`config.mk`:
```
export PLATFORM = sky130hd
export DESIGN_NAME = itf_core
export DESIGN_NICKNAME = d
export VERILOG_FILES = /design/src/logic/itf_pkg.sv /design/src/logic/itf_core.sv /design/src/logic/itf_decode.sv /design/src/logic/itf_watchdog.sv
export SDC_FILE = /design/constraint.sdc
export NUM_CORES = 1
export LEC_CHECK = 0
export BUFFER_PORTS_ARGS = -buffer_cell sky130_fd_sc_hd__buf_2
export CAP_MARGIN = 10
export CORE_UTILIZATION = 40
export DETAILED_ROUTE_END_ITERATION = 6
export GPL_TIMING_DRIVEN = 0
export PLACE_DENSITY_LB_ADDON = 0.08
export SYNTH_ARGS = -nofsm -noshare
export SYNTH_HDL_FRONTEND = slang
export SYNTH_SLANG_ARGS = --single-unit
```
`constraint.sdc`:
```
create_clock -name i_core_clk -period 30.5 [get_ports i_core_clk]
set_input_delay 7.625 -clock i_core_clk [delete_from_list [all_inputs] [get_ports i_core_clk]]
set_output_delay 7.625 -clock i_core_clk [all_outputs]
set_load 0.1 [all_outputs]
```
`src/logic/itf_pkg.sv`:
```
// Shared constants and types for the instruction timing and flags core
package itf_pkg;

   // ****************************************************************
   // Widths
   // ****************************************************************
   localparam int ITF_IW   = 14;
   localparam int ITF_DW   = 8;
   localparam int ITF_PC_W = 10;
   localparam int ITF_MA_W = 5;
   localparam int ITF_RW   = 16;
   localparam int ITF_RA_W = 4;
   localparam int ITF_TH_W = 6;

   // ****************************************************************
   // Special data memory addresses
   // ****************************************************************
   localparam logic [4:0] ITF_ADDR_PC_LOW     = 5'h02;
   localparam logic [4:0] ITF_ADDR_TABLE_PTR  = 5'h03;
   localparam logic [4:0] ITF_ADDR_TABLE_HIGH = 5'h04;
   localparam logic [4:0] ITF_ADDR_STATUS     = 5'h05;

   // ****************************************************************
   // Software register port
   // ****************************************************************
   localparam logic [3:0] ITF_REG_CTRL  = 4'h0;
   localparam logic [3:0] ITF_REG_FLAGS = 4'h1;
   localparam logic [3:0] ITF_REG_ACC   = 4'h2;
   localparam logic [3:0] ITF_REG_PC    = 4'h3;
   localparam int         ITF_CTRL_RUN_BIT   = 0;
   localparam logic       ITF_CTRL_RUN_RST   = 1'b1;
   localparam int         ITF_FLAG_CARRY_BIT = 0;
   localparam int         ITF_FLAG_PWRDN_BIT = 1;
   localparam int         ITF_FLAG_TIMEO_BIT = 2;
   localparam int         ITF_FLAG_HALT_BIT  = 3;

   // ****************************************************************
   // Instruction fields
   // ****************************************************************
   localparam int         ITF_JUMP_BIT = 13;
   localparam int         ITF_CALL_BIT = 12;
   localparam int         ITF_OPC_LSB  = 8;
   localparam int         ITF_BIT_LSB  = 5;
   localparam logic [1:0] ITF_LAST_PAGE = 2'h3;
   localparam logic [7:0] ITF_BYTE_ZERO = 8'h00;
   localparam logic [7:0] ITF_BYTE_ONES = 8'hFF;

   // ****************************************************************
   // Watchdog timing
   // ****************************************************************
   localparam int ITF_WDT_PRESCALE = 64;
   localparam int ITF_WDT_TICKS    = 256;

   typedef enum logic [4:0] {
      OP_MISC, OP_MOV_ACC_MEM, OP_MOV_MEM_ACC, OP_MOV_ACC_IMM,
      OP_RET_IMM, OP_ROT_R, OP_ROT_R_ACC, OP_ROT_RC, OP_ROT_RC_ACC,
      OP_ROT_L, OP_ROT_L_ACC, OP_ROT_LC, OP_ROT_LC_ACC, OP_BIT_CLEAR,
      OP_BIT_FORCE, OP_SKIP_ZERO, OP_SKIP_ZERO_COPY, OP_SKIP_BIT_ZERO,
      OP_SKIP_BIT_ONE, OP_INC_SKIP, OP_DEC_SKIP, OP_INC_SKIP_ACC,
      OP_DEC_SKIP_ACC, OP_TABLE_CUR, OP_TABLE_LAST, OP_BYTE_CLEAR,
      OP_BYTE_FORCE, OP_NIBBLE, OP_NIBBLE_ACC
   } itf_op_e;

   typedef enum logic [2:0] {
      MI_NOP, MI_RETURN, MI_INT_RETURN, MI_WD_CLEAR,
      MI_WD_PRE_FIRST, MI_WD_PRE_SECOND, MI_POWER_DOWN
   } itf_misc_e;

   typedef enum logic {ST_RUN, ST_HALT} itf_state_e;

endpackage

```
`src/logic/itf_core.sv`:
```
// Instruction execution core with cycle timing and status flags
//
// Our own choices: the placing of the registers and the plain strobed port.
`timescale 1ns/1ns
module itf_core #(
   parameter int WDT_PRESCALE = itf_pkg::ITF_WDT_PRESCALE,
   parameter int WDT_TICKS    = itf_pkg::ITF_WDT_TICKS
)(
   input  wire logic                          i_core_clk,
   input  wire logic                          i_resetn,
   input  wire logic [itf_pkg::ITF_IW-1:0]    i_pm_data,
   input  wire logic                          i_wake,
   input  wire logic [itf_pkg::ITF_RA_W-1:0]  i_reg_addr,
   input  wire logic [itf_pkg::ITF_RW-1:0]    i_reg_wdata,
   input  wire logic                          i_reg_wr,
   input  wire logic                          i_reg_rd,
   output logic [itf_pkg::ITF_PC_W-1:0]       o_pm_addr,
   output logic [itf_pkg::ITF_RW-1:0]         o_reg_rdata,
   output logic                               o_halted,
   output logic                               o_timeout_flag,
   output logic                               o_powerdown_flag,
   output logic                               o_wdt_expired
);
   import itf_pkg::*;

   // ****************************************************************
   // State
   // ****************************************************************
   typedef struct packed {
      logic [1:0]                 wake_sync;
      itf_state_e                 st;
      logic                       run;
      logic [ITF_PC_W-1:0]        pc;
      logic [ITF_PC_W-1:0]        ir_pc;
      logic [ITF_PC_W-1:0]        stack;
      logic [ITF_IW-1:0]          ir;
      logic                       ir_valid;
      logic [ITF_DW-1:0]          acc;
      logic                       carry;
      logic [ITF_DW-1:0]          tptr;
      logic [ITF_TH_W-1:0]        thigh;
      logic [31:0][ITF_DW-1:0]    ram;
      logic [ITF_RW-1:0]          rdata;
   } itf_core_s;

   itf_core_s                 s;
   itf_core_s                 next_s;
   logic [1:0]                rst_sync;
   logic                      rst_n;
   itf_op_e                   op;
   itf_misc_e                 misc;
   logic [ITF_MA_W-1:0]       maddr;
   logic [2:0]                bsel;
   logic [ITF_DW-1:0]         imm;
   logic [ITF_PC_W-1:0]       target;
   logic                      is_jump;
   logic                      is_call;
   logic                      wd_clear;
   logic                      wd_pre1;
   logic                      wd_pre2;
   logic                      wd_pdown;
   logic                      wd_expired;
   logic                      flag_to;
   logic                      flag_pd;

   // ****************************************************************
   // Reset release
   // ****************************************************************
   always_ff @(posedge i_core_clk or negedge i_resetn) begin
      if (!i_resetn) begin
         rst_sync <= 2'h0;
      end else begin
         rst_sync <= {rst_sync[0], 1'b1};
      end
   end
   assign rst_n = rst_sync[1];

   // ****************************************************************
   // Submodules
   // ****************************************************************
   itf_decode u_decode (
      .i_instr  (s.ir),
      .o_op     (op),
      .o_misc   (misc),
      .o_maddr  (maddr),
      .o_bit    (bsel),
      .o_imm    (imm),
      .o_target (target),
      .o_jump   (is_jump),
      .o_call   (is_call)
   );

   itf_watchdog #(
      .PRESCALE (WDT_PRESCALE),
      .TICKS    (WDT_TICKS)
   ) u_watchdog (
      .i_core_clk       (i_core_clk),
      .i_rst_n          (rst_n),
      .i_clear          (wd_clear),
      .i_pre_first      (wd_pre1),
      .i_pre_second     (wd_pre2),
      .i_power_down     (wd_pdown),
      .o_timeout_flag   (flag_to),
      .o_powerdown_flag (flag_pd),
      .o_expired        (wd_expired)
   );

   // ****************************************************************
   // Helpers
   // ****************************************************************
   function automatic logic [ITF_DW-1:0] dm_read(
      input itf_core_s          c,
      input logic [ITF_MA_W-1:0] a,
      input logic               to_f,
      input logic               pd_f);
      logic [ITF_DW-1:0] v;
      v = c.ram[a];
      case (a)
         ITF_ADDR_PC_LOW:     v = c.ir_pc[ITF_DW-1:0];
         ITF_ADDR_TABLE_PTR:  v = c.tptr;
         ITF_ADDR_TABLE_HIGH: v = {2'h0, c.thigh};
         ITF_ADDR_STATUS:     v = {5'h00, to_f, pd_f, c.carry};
         default:             v = c.ram[a];
      endcase
      return v;
   endfunction

   function automatic logic [ITF_DW-1:0] bit_mask(input logic [2:0] b);
      return ITF_DW'(1) << b;
   endfunction

   // ****************************************************************
   // Execute and fetch
   // ****************************************************************
   always_comb begin
      logic [ITF_DW-1:0] mval;
      logic [ITF_DW-1:0] wb_data;
      logic [ITF_DW-1:0] adj;
      logic              wb_en;
      logic              skip;
      logic              branch;
      logic              table_rd;
      logic [ITF_PC_W-1:0] new_pc;
      mval     = dm_read(s, maddr, flag_to, flag_pd);
      wb_data  = ITF_BYTE_ZERO;
      adj      = ITF_BYTE_ZERO;
      wb_en    = 1'b0;
      skip     = 1'b0;
      branch   = 1'b0;
      table_rd = 1'b0;
      new_pc   = s.pc;
      wd_clear = 1'b0;
      wd_pre1  = 1'b0;
      wd_pre2  = 1'b0;
      wd_pdown = 1'b0;
      next_s   = s;
      next_s.wake_sync = {s.wake_sync[0], i_wake};
      next_s.rdata = '0;
      o_pm_addr = s.pc;

      if (s.st == ST_HALT) begin
         // Wake by pin or watchdog expiry
         if (s.wake_sync[1] || wd_expired) begin
            next_s.st = ST_RUN;
         end
      end else if (s.run && !s.ir_valid) begin
         // Dummy slot refills the pipeline
         next_s.ir       = i_pm_data;
         next_s.ir_pc    = s.pc;
         next_s.ir_valid = 1'b1;
         next_s.pc       = s.pc + 1'b1;
      end else if (s.run) begin
         if (is_jump) begin
            // jump or call with dummy slot
            branch = 1'b1;
            new_pc = target;
            if (is_call) begin
               next_s.stack = s.ir_pc + 1'b1;
            end
         end else begin
            case (op)
               OP_MOV_ACC_MEM: next_s.acc = mval;
               OP_MOV_MEM_ACC: begin
                  wb_en   = 1'b1;
                  wb_data = s.acc;
               end
               OP_MOV_ACC_IMM: next_s.acc = imm;
               OP_RET_IMM: begin
                  next_s.acc = imm;
                  branch     = 1'b1;
                  new_pc     = s.stack;
               end
               OP_ROT_R: begin
                  wb_en   = 1'b1;
                  wb_data = {mval[0], mval[7:1]};
               end
               OP_ROT_R_ACC: next_s.acc = {mval[0], mval[7:1]};
               OP_ROT_L: begin
                  wb_en   = 1'b1;
                  wb_data = {mval[6:0], mval[7]};
               end
               OP_ROT_L_ACC: next_s.acc = {mval[6:0], mval[7]};
               OP_ROT_RC: begin
                  wb_en        = 1'b1;
                  wb_data      = {s.carry, mval[7:1]};
                  next_s.carry = mval[0];
               end
               OP_ROT_RC_ACC: begin
                  next_s.acc   = {s.carry, mval[7:1]};
                  next_s.carry = mval[0];
               end
               OP_ROT_LC: begin
                  wb_en        = 1'b1;
                  wb_data      = {mval[6:0], s.carry};
                  next_s.carry = mval[7];
               end
               OP_ROT_LC_ACC: begin
                  next_s.acc   = {mval[6:0], s.carry};
                  next_s.carry = mval[7];
               end
               OP_BIT_CLEAR: begin
                  wb_en   = 1'b1;
                  wb_data = mval & ~bit_mask(bsel);
               end
               OP_BIT_FORCE: begin
                  wb_en   = 1'b1;
                  wb_data = mval | bit_mask(bsel);
               end
               OP_SKIP_ZERO: skip = (mval == ITF_BYTE_ZERO);
               OP_SKIP_ZERO_COPY: begin
                  next_s.acc = mval;
                  skip       = (mval == ITF_BYTE_ZERO);
               end
               OP_SKIP_BIT_ZERO: skip = ~mval[bsel];
               OP_SKIP_BIT_ONE:  skip = mval[bsel];
               OP_INC_SKIP, OP_INC_SKIP_ACC,
               OP_DEC_SKIP, OP_DEC_SKIP_ACC: begin
                  if (op == OP_INC_SKIP || op == OP_INC_SKIP_ACC) begin
                     adj = mval + 1'b1;
                  end else begin
                     adj = mval - 1'b1;
                  end
                  skip = (adj == ITF_BYTE_ZERO);
                  if (op == OP_INC_SKIP || op == OP_DEC_SKIP) begin
                     wb_en   = 1'b1;
                     wb_data = adj;
                  end else begin
                     next_s.acc = adj;
                  end
               end
               OP_TABLE_CUR, OP_TABLE_LAST: begin
                  table_rd  = 1'b1;
                  o_pm_addr = {(op == OP_TABLE_LAST) ? ITF_LAST_PAGE
                               : s.ir_pc[ITF_PC_W-1:ITF_DW], s.tptr};
                  next_s.thigh = i_pm_data[ITF_IW-1:ITF_DW];
                  wb_en   = 1'b1;
                  wb_data = i_pm_data[ITF_DW-1:0];
               end
               OP_BYTE_CLEAR: begin
                  wb_en   = 1'b1;
                  wb_data = ITF_BYTE_ZERO;
               end
               OP_BYTE_FORCE: begin
                  wb_en   = 1'b1;
                  wb_data = ITF_BYTE_ONES;
               end
               OP_NIBBLE: begin
                  wb_en   = 1'b1;
                  wb_data = {mval[3:0], mval[7:4]};
               end
               OP_NIBBLE_ACC: next_s.acc = {mval[3:0], mval[7:4]};
               OP_MISC: begin
                  case (misc)
                     MI_RETURN, MI_INT_RETURN: begin
                        branch = 1'b1;
                        new_pc = s.stack;
                     end
                     MI_WD_CLEAR:      wd_clear = 1'b1;
                     MI_WD_PRE_FIRST:  wd_pre1  = 1'b1;
                     MI_WD_PRE_SECOND: wd_pre2  = 1'b1;
                     MI_POWER_DOWN: begin
                        wd_pdown  = 1'b1;
                        next_s.st = ST_HALT;
                     end
                     default: ;
                  endcase
               end
               default: ;
            endcase
         end

         // Data memory and special register writes
         if (wb_en) begin
            case (maddr)
               ITF_ADDR_PC_LOW: begin
                  branch = 1'b1;
                  new_pc = {s.ir_pc[ITF_PC_W-1:ITF_DW], wb_data};
               end
               ITF_ADDR_TABLE_PTR:  next_s.tptr = wb_data;
               ITF_ADDR_TABLE_HIGH: ;
               ITF_ADDR_STATUS:
                  next_s.carry = wb_data[ITF_FLAG_CARRY_BIT];
               default: next_s.ram[maddr] = wb_data;
            endcase
         end

         // taken skip adds a dummy slot
         if (branch || skip || table_rd) begin
            next_s.ir_valid = 1'b0;
         end
         if (branch) begin
            next_s.pc = new_pc;
         end else if (!table_rd) begin
            next_s.ir    = i_pm_data;
            next_s.ir_pc = s.pc;
            next_s.pc    = s.pc + 1'b1;
         end
      end

      // Software register port
      if (i_reg_wr && i_reg_addr == ITF_REG_CTRL) begin
         next_s.run = i_reg_wdata[ITF_CTRL_RUN_BIT];
      end
      if (i_reg_rd) begin
         case (i_reg_addr)
            ITF_REG_CTRL:  next_s.rdata[ITF_CTRL_RUN_BIT] = s.run;
            ITF_REG_FLAGS: begin
               next_s.rdata[ITF_FLAG_CARRY_BIT] = s.carry;
               next_s.rdata[ITF_FLAG_PWRDN_BIT] = flag_pd;
               next_s.rdata[ITF_FLAG_TIMEO_BIT] = flag_to;
               next_s.rdata[ITF_FLAG_HALT_BIT]  = (s.st == ST_HALT);
            end
            ITF_REG_ACC: next_s.rdata = {8'h00, s.acc};
            ITF_REG_PC:  next_s.rdata = {6'h00, s.ir_pc};
            default:     next_s.rdata = '0;
         endcase
      end
   end

   always_ff @(posedge i_core_clk or negedge rst_n) begin
      if (!rst_n) begin
         s <= '{default: '0, st: ST_RUN, run: ITF_CTRL_RUN_RST};
      end else begin
         s <= next_s;
      end
   end

   // ****************************************************************
   // Outputs
   // ****************************************************************
   assign o_reg_rdata      = s.rdata;
   assign o_halted         = (s.st == ST_HALT);
   assign o_timeout_flag   = flag_to;
   assign o_powerdown_flag = flag_pd;
   assign o_wdt_expired    = wd_expired;

endmodule // itf_core

```
`src/logic/itf_decode.sv`:
```
// Instruction word decoder
`timescale 1ns/1ns
module itf_decode (
   input  wire logic [itf_pkg::ITF_IW-1:0]   i_instr,
   output itf_pkg::itf_op_e                  o_op,
   output itf_pkg::itf_misc_e                o_misc,
   output logic [itf_pkg::ITF_MA_W-1:0]      o_maddr,
   output logic [2:0]                        o_bit,
   output logic [itf_pkg::ITF_DW-1:0]        o_imm,
   output logic [itf_pkg::ITF_PC_W-1:0]      o_target,
   output logic                              o_jump,
   output logic                              o_call
);
   import itf_pkg::*;

   // ****************************************************************
   // Opcode mapping, unknown codes decode as miscellaneous ops picked by the low three bits
   // ****************************************************************
   function automatic itf_op_e op_of(input logic [ITF_IW-1:0] w);
      logic [4:0] raw;
      raw = w[ITF_OPC_LSB +: 5];
      if (w[ITF_JUMP_BIT] || raw > OP_NIBBLE_ACC) begin
         return OP_MISC;
      end
      return itf_op_e'(raw);
   endfunction

   function automatic itf_misc_e misc_of(input logic [ITF_IW-1:0] w);
      if (w[2:0] > MI_POWER_DOWN) begin
         return MI_NOP;
      end
      return itf_misc_e'(w[2:0]);
   endfunction

   always_comb begin
      o_op     = op_of(i_instr);
      o_misc   = misc_of(i_instr);
      o_maddr  = i_instr[ITF_MA_W-1:0];
      o_bit    = i_instr[ITF_BIT_LSB +: 3];
      o_imm    = i_instr[ITF_DW-1:0];
      o_target = i_instr[ITF_PC_W-1:0];
      o_jump   = i_instr[ITF_JUMP_BIT];
      o_call   = i_instr[ITF_JUMP_BIT] & i_instr[ITF_CALL_BIT];
   end

endmodule // itf_decode

```
`src/logic/itf_watchdog.sv`:
```
// Watchdog counter with time-out and power-down flags
`timescale 1ns/1ns
module itf_watchdog #(
   parameter int PRESCALE = itf_pkg::ITF_WDT_PRESCALE,
   parameter int TICKS    = itf_pkg::ITF_WDT_TICKS
)(
   input  wire logic i_core_clk,
   input  wire logic i_rst_n,
   input  wire logic i_clear,
   input  wire logic i_pre_first,
   input  wire logic i_pre_second,
   input  wire logic i_power_down,
   output logic      o_timeout_flag,
   output logic      o_powerdown_flag,
   output logic      o_expired
);
   import itf_pkg::*;

   localparam int PW = $clog2(PRESCALE);
   localparam int CW = $clog2(TICKS);

   if (PRESCALE < 2 || TICKS < 2) begin : g_chk
      $error("itf_watchdog: PRESCALE and TICKS must be at least 2");
   end

   typedef enum logic [1:0] {PRE_NONE, PRE_FIRST, PRE_SECOND} itf_pre_e;

   typedef struct packed {
      logic [PW-1:0] presc;
      logic [CW-1:0] count;
      itf_pre_e      last;
      logic          timeout;
      logic          pwrdn;
      logic          expired;
   } itf_wd_s;

   itf_wd_s s;
   itf_wd_s next_s;
   logic    effective;
   logic    tick;

   always_comb begin
      next_s = s;
      next_s.expired = 1'b0;
      effective = i_clear
                | (i_pre_first && s.last == PRE_SECOND)
                | (i_pre_second && s.last == PRE_FIRST);
      if (effective) begin
         next_s.last = PRE_NONE;
      end else if (i_pre_first) begin
         next_s.last = PRE_FIRST;
      end else if (i_pre_second) begin
         next_s.last = PRE_SECOND;
      end
      tick = (s.presc == PW'(PRESCALE - 1));
      next_s.presc = tick ? '0 : s.presc + 1'b1;
      if (tick) begin
         next_s.count = s.count + 1'b1;
      end
      if (effective) begin
         next_s.count   = '0;
         next_s.timeout = 1'b0;
         next_s.pwrdn   = 1'b0;
      end
      if (i_power_down) begin
         next_s.count   = '0;
         next_s.presc   = '0;
         next_s.timeout = 1'b0;
         next_s.pwrdn   = 1'b1;
      end else if (tick && s.count == CW'(TICKS - 1)) begin
         next_s.count   = '0;
         next_s.timeout = 1'b1;
         next_s.expired = 1'b1;
      end
   end

   always_ff @(posedge i_core_clk or negedge i_rst_n) begin
      if (!i_rst_n) begin
         s <= '{default: '0, last: PRE_NONE};
      end else begin
         s <= next_s;
      end
   end

   assign o_timeout_flag   = s.timeout;
   assign o_powerdown_flag = s.pwrdn;
   assign o_expired        = s.expired;

endmodule // itf_watchdog

```
==> report_table.html <==
<table>
<tr><th>Metric</th><th>Value</th></tr>
<tr><th colspan="2">Synth</th></tr>
<tr><td>Most numerous cell in the Yosys netlist</td><td>dfrtp_1</td></tr>
<tr><td>Synthesis-stage register bit count</td><td>359</td></tr>
<tr><td>Most frequent cells after synthesis</td><td>358 x dfrtp_1, 221 x nor2_1, 155 x nand2_1</td></tr>
<tr><td>Main flop type after synthesis</td><td>dfrtp_1</td></tr>
<tr><td>Number of enable flip-flop cells after synthesis</td><td>0</td></tr>
<tr><td>Post-synthesis sequential area ratio</td><td>47.41%</td></tr>
<tr><td>Yosys top cell by area</td><td>dfrtp_1</td></tr>
<tr><td>Gate Count Post-Synth</td><td>1845</td></tr>
<tr><td>Distinct cell type count after synthesis</td><td>99</td></tr>
<tr><td>Share of synthesized registers carrying an async set or reset</td><td>100.0%</td></tr>
<tr><td>Biggest area contributors in the synthesized netlist</td><td>dfrtp_1 47%, mux2_2 7.8%, mux4_2 5.1%, nor2_1 4.4%, a21oi_1 3.9%</td></tr>
<tr><td>Average size of a mapped cell</td><td>10.27 um2</td></tr>
<tr><td>YS warnings</td><td>0</td></tr>
<tr><td>Post-Synthesis Cell Area</td><td>18950 um2</td></tr>
<tr><td>Share of the synthesized area in the top cell type</td><td>47.27%</td></tr>
<tr><th colspan="2">Setup path</th></tr>
<tr><td>Critical path required time</td><td>22.88 ns</td></tr>
<tr><td>CP peak stage delay</td><td>0.83 ns</td></tr>
<tr><td>Crit Path Max Fanout</td><td>10</td></tr>
<tr><td>Kind of critical path</td><td>flip-flop to primary output</td></tr>
<tr><td>Crit end category</td><td>primary output</td></tr>
<tr><td>Startpoint kind of the worst setup timing path</td><td>flip-flop</td></tr>
<tr><td>Data arrival time of the critical path</td><td>around 4.4 ns</td></tr>
<tr><td>Crit. Startpoint</td><td>s[305]</td></tr>
<tr><td>Cell-by-cell listing of the critical path</td><td>clkbuf_1 &gt; nand2_1 &gt; nor2_1 &gt; a31oi_1 &gt; nor2_1 &gt; nand2_1 &gt; clkbuf_1 &gt; o21ai_0 &gt; buf_2</td></tr>
<tr><td>Slowest library cell on the worst path</td><td>nor2_1</td></tr>
<tr><td>Reg2reg start</td><td>s[296]</td></tr>
<tr><th colspan="2">Placed design</th></tr>
<tr><td>Placed wire-length estimate after detailed placement</td><td>48690 um</td></tr>
<tr><td>Total cell area at the placement stage</td><td>20130 um2</td></tr>
<tr><td>Buffers on Ports</td><td>46</td></tr>
<tr><td>DP Cell Count</td><td>~2.5k</td></tr>
<tr><td>Weighted congestion reported at the end of routability-driven placement</td><td>approximately 0.94</td></tr>
<tr><th colspan="2">STA</th></tr>
<tr><td>Rel. slew slack</td><td>15.22%</td></tr>
<tr><td>Final-report hold violation count</td><td>0</td></tr>
<tr><td>Final setup violation count</td><td>0</td></tr>
<tr><td>RSZ-0062 raised after global routing</td><td>no</td></tr>
<tr><td>Final total negative setup slack</td><td>0 ns</td></tr>
<tr><td>Shortest clock period the worst path allows after layout</td><td>12.03 ns</td></tr>
<tr><td>Max Freq</td><td>approximately 83 MHz</td></tr>
<tr><td>Share of the cycle needed by the critical path after routing</td><td>39.46%</td></tr>
<tr><td>Worst setup skew after layout</td><td>roughly 0.022 ns</td></tr>
<tr><td>Worst-Margin Slew</td><td>roughly 1.3 ns</td></tr>
<tr><td>Max-slew violation total from the final report</td><td>0</td></tr>
<tr><th colspan="2">Drt</th></tr>
<tr><td>Via count</td><td>15.03k</td></tr>
<tr><td>First-iteration detailed-routing DRC count</td><td>between 1k and 1.5k</td></tr>
<tr><td>DRC violation count after routing</td><td>12</td></tr>
<tr><td>Detail-routed net length per standard cell</td><td>25.65 um</td></tr>
<tr><td>Drt via density</td><td>5.806</td></tr>
<tr><td>Drt first pass iters</td><td>7</td></tr>
<tr><td>Drt total wl</td><td>66390 um</td></tr>
<tr><td>Final ANT Viol Nets</td><td>0</td></tr>
<tr><th colspan="2">Floorplanning</th></tr>
<tr><td>Area of the die</td><td>48260 um2</td></tr>
<tr><td>Width of the chip</td><td>~220 um</td></tr>
<tr><td>Core area</td><td>46650 um2</td></tr>
<tr><td>Initial standard-cell utilization of the core</td><td>40.62%</td></tr>
<tr><td>Io pins</td><td>69</td></tr>
<tr><td>Core Rows</td><td>just under 80</td></tr>
<tr><td>Overall die height</td><td>219.7 um</td></tr>
<tr><th colspan="2">Global routing</th></tr>
<tr><td>Wire length of the first global-routing pass</td><td>99310 um</td></tr>
<tr><td>Pin count of the biggest net entering global routing</td><td>between 60 and 70</td></tr>
<tr><td>Number of global-route vias before repair</td><td>14.84k</td></tr>
<tr><td>Met2 usage in global routing</td><td>47.18%</td></tr>
<tr><td>Number of antenna violations at the first check in global routing</td><td>0</td></tr>
<tr><td>Global Route met1 Usage</td><td>37.01%</td></tr>
<tr><td>Remaining Overflow, GRT</td><td>0</td></tr>
<tr><td>Most used routing layer</td><td>met2</td></tr>
<tr><td>GRT Util Overall</td><td>28.32%</td></tr>
<tr><td>Global routing usage on met3</td><td>4.955%</td></tr>
<tr><th colspan="2">CTS</th></tr>
<tr><td>TritonCTS clock tree</td><td>built</td></tr>
<tr><td>Hold bufs inserted after CTS</td><td>0</td></tr>
<tr><td>Buffers inserted by post-CTS timing repair</td><td>0</td></tr>
<tr><td>H-tree Lvls</td><td>2</td></tr>
<tr><td>Clk Tree Root Cell</td><td>clkbuf_16</td></tr>
<tr><td>Worst-path clk slew</td><td>0.06 ns</td></tr>
<tr><td>Cells resized by post-CTS repair</td><td>0</td></tr>
<tr><td>Maximum clock path buffer count</td><td>3</td></tr>
<tr><td>Sinks on Clock Net</td><td>359</td></tr>
<tr><td>Number of buffers inserted during clock tree synthesis</td><td>42</td></tr>
<tr><td>Latest clock arrival within the worst-skew pair</td><td>0.59 ns</td></tr>
<tr><th colspan="2">Worst hold path</th></tr>
<tr><td>Classification of the worst-slack hold path</td><td>flip-flop to asynchronous set/reset pin</td></tr>
<tr><th colspan="2">Final layout</th></tr>
<tr><td>Non-filler cells, final</td><td>about 2.6k</td></tr>
<tr><td>Count of antenna diodes in the layout</td><td>0</td></tr>
<tr><td>Final net count</td><td>1997</td></tr>
<tr><td>Synthesis-to-layout area growth</td><td>13.41%</td></tr>
<tr><td>Final Instance Area</td><td>21490 um2</td></tr>
<tr><td>Share of layout cells above drive strength 1</td><td>between 10% and 20%</td></tr>
<tr><th colspan="2">Power and ir drop</th></tr>
<tr><td>Clock share of power</td><td>19.3%</td></tr>
<tr><td>Power share of the sequential group</td><td>about 28%</td></tr>
<tr><td>Pwr/cell area</td><td>~120 nW/um2</td></tr>
<tr><td>Relative contribution of combinational cells to total power</td><td>around 53%</td></tr>
<tr><td>Total net switching power</td><td>1.239 mW</td></tr>
<tr><td>Static leakage</td><td>8.873 nW</td></tr>
<tr><td>Int Pwr</td><td>1.349 mW</td></tr>
<tr><td>Switching fraction of total power</td><td>47.87%</td></tr>
<tr><td>Worst vdd rail ir drop</td><td>0.05359 mV</td></tr>
<tr><th colspan="2">Flow run</th></tr>
<tr><td>Max-Cap Viols</td><td>0</td></tr>
<tr><th colspan="2">Status</th></tr>
<tr><td>Run status</td><td>finished, violations left</td></tr>
<tr><td>Violated checks</td><td>DRC</td></tr>
</table>
==> stage by stage <==
step | setup slack, ns | util (%) | total power, mW | hold WS (ns)
2_1_floorplan | 18.90 | - | 1.586 | 0.3312
6_report | 18.47 | 46.07 | 2.587 | 0.3218
3_5_place_dp | 19.12 | 43.16 | 2.069 | 0.3387
3_3_place_gp | 15.35 | 42.79 | 2.061 | 0.3318
5_1_grt | 18.37 | 46.07 | 2.713 | 0.3541
4_1_cts | 18.49 | 46.07 | 2.577 | 0.3391
==> power by group through the flow <==
| stage | registers [mW] | logic [mW] | clock network, mW |
|---|---|---|---|
| after floorplan | 0.698 | 0.888 | 0 |
| final | 0.728 | 1.36 | 0.499 |
| after detailed placement | 0.731 | 1.34 | 0 |
| after global placement | 0.738 | 1.32 | 0 |
| after CTS | 0.725 | 1.34 | 0.510 |
| after global routing | 0.742 | 1.44 | 0.529 |
==> logic make-up after synthesis <==
| logic type | Yosys count | share of synthesized area [%] |
|---|---|---|
| other | 2 | 0.03962 |
| buffers and inverters | 210 | 5.776 |
| multiplexers | 231 | 16.43 |
| adder cells (fa/ha/maj) | 11 | 0.7658 |
| AND/OR/NAND/NOR | 579 | 14.11 |
| XOR/XNOR | 30 | 1.386 |
| AO/OA/AOI/OAI | 423 | 14.09 |
| flip-flops | 359 | 47.41 |
==> routing by layer <==
layer | part of all wire [%] | wire [um]
met3 | 6.4 | 4217
met4 | 3.7 | 2472
met2 | 48 | 31830
met1 | 42 | 27870
met5 | 0 | 0
==> placed cells by master (no fill, tap or decap), types with 14 or more instances in the layout <==
cell type  instances
buf_2             69
inv_1             23
buf_4             23
nor2b_1           18
mux2_2           132
a211oi_1          14
mux4_2            43
clkbuf_1         126
buf_6             18
nand2_1          155
a21oi_1          147
nor3_1            28
or3_1             14
o22ai_1           14
xnor2_1           20
mux2i_1           49
and3_1            22
nand3_1           48
o21ai_0          111
nor2_1           221
dfrtp_1          357
clkbuf_16         43
==> area by class of cell <==
cell class	instances	area, um2
multi-input cells	1281	8899
inverters	24	90.09
clock inverters	16	132.6
fillers	4516	25160
repair buffers	53	392.9
plain buffers	186	1005
clock buffers	62	1227
flip-flops and latches	359	8989
well taps	607	759.5
==> critical path: cells and delay by family, from the launching register on <==
kind            cells  cell delay, ns
compound gates      2            0.45
buf+inv             3            1.23
flops               1            0.33
simple gates        4            1.78
==> final timing paths <==
path | to | depth (start not counted) | slack [ns]
max | o_pm_addr[8] | 9 | 18.47
min | u_watchdog.s[18] | 0 | 0.32
max reg2reg | flip-flop | 18 | 23.58
min reg2reg | u_watchdog.s[18] | 0 | 0.32
max in group asynchronous | rst_sync[1] | 1 | 23.57
min in group i_core_clk | s[343] | 0 | 0.35
Power figures use the tool's default switching activity.
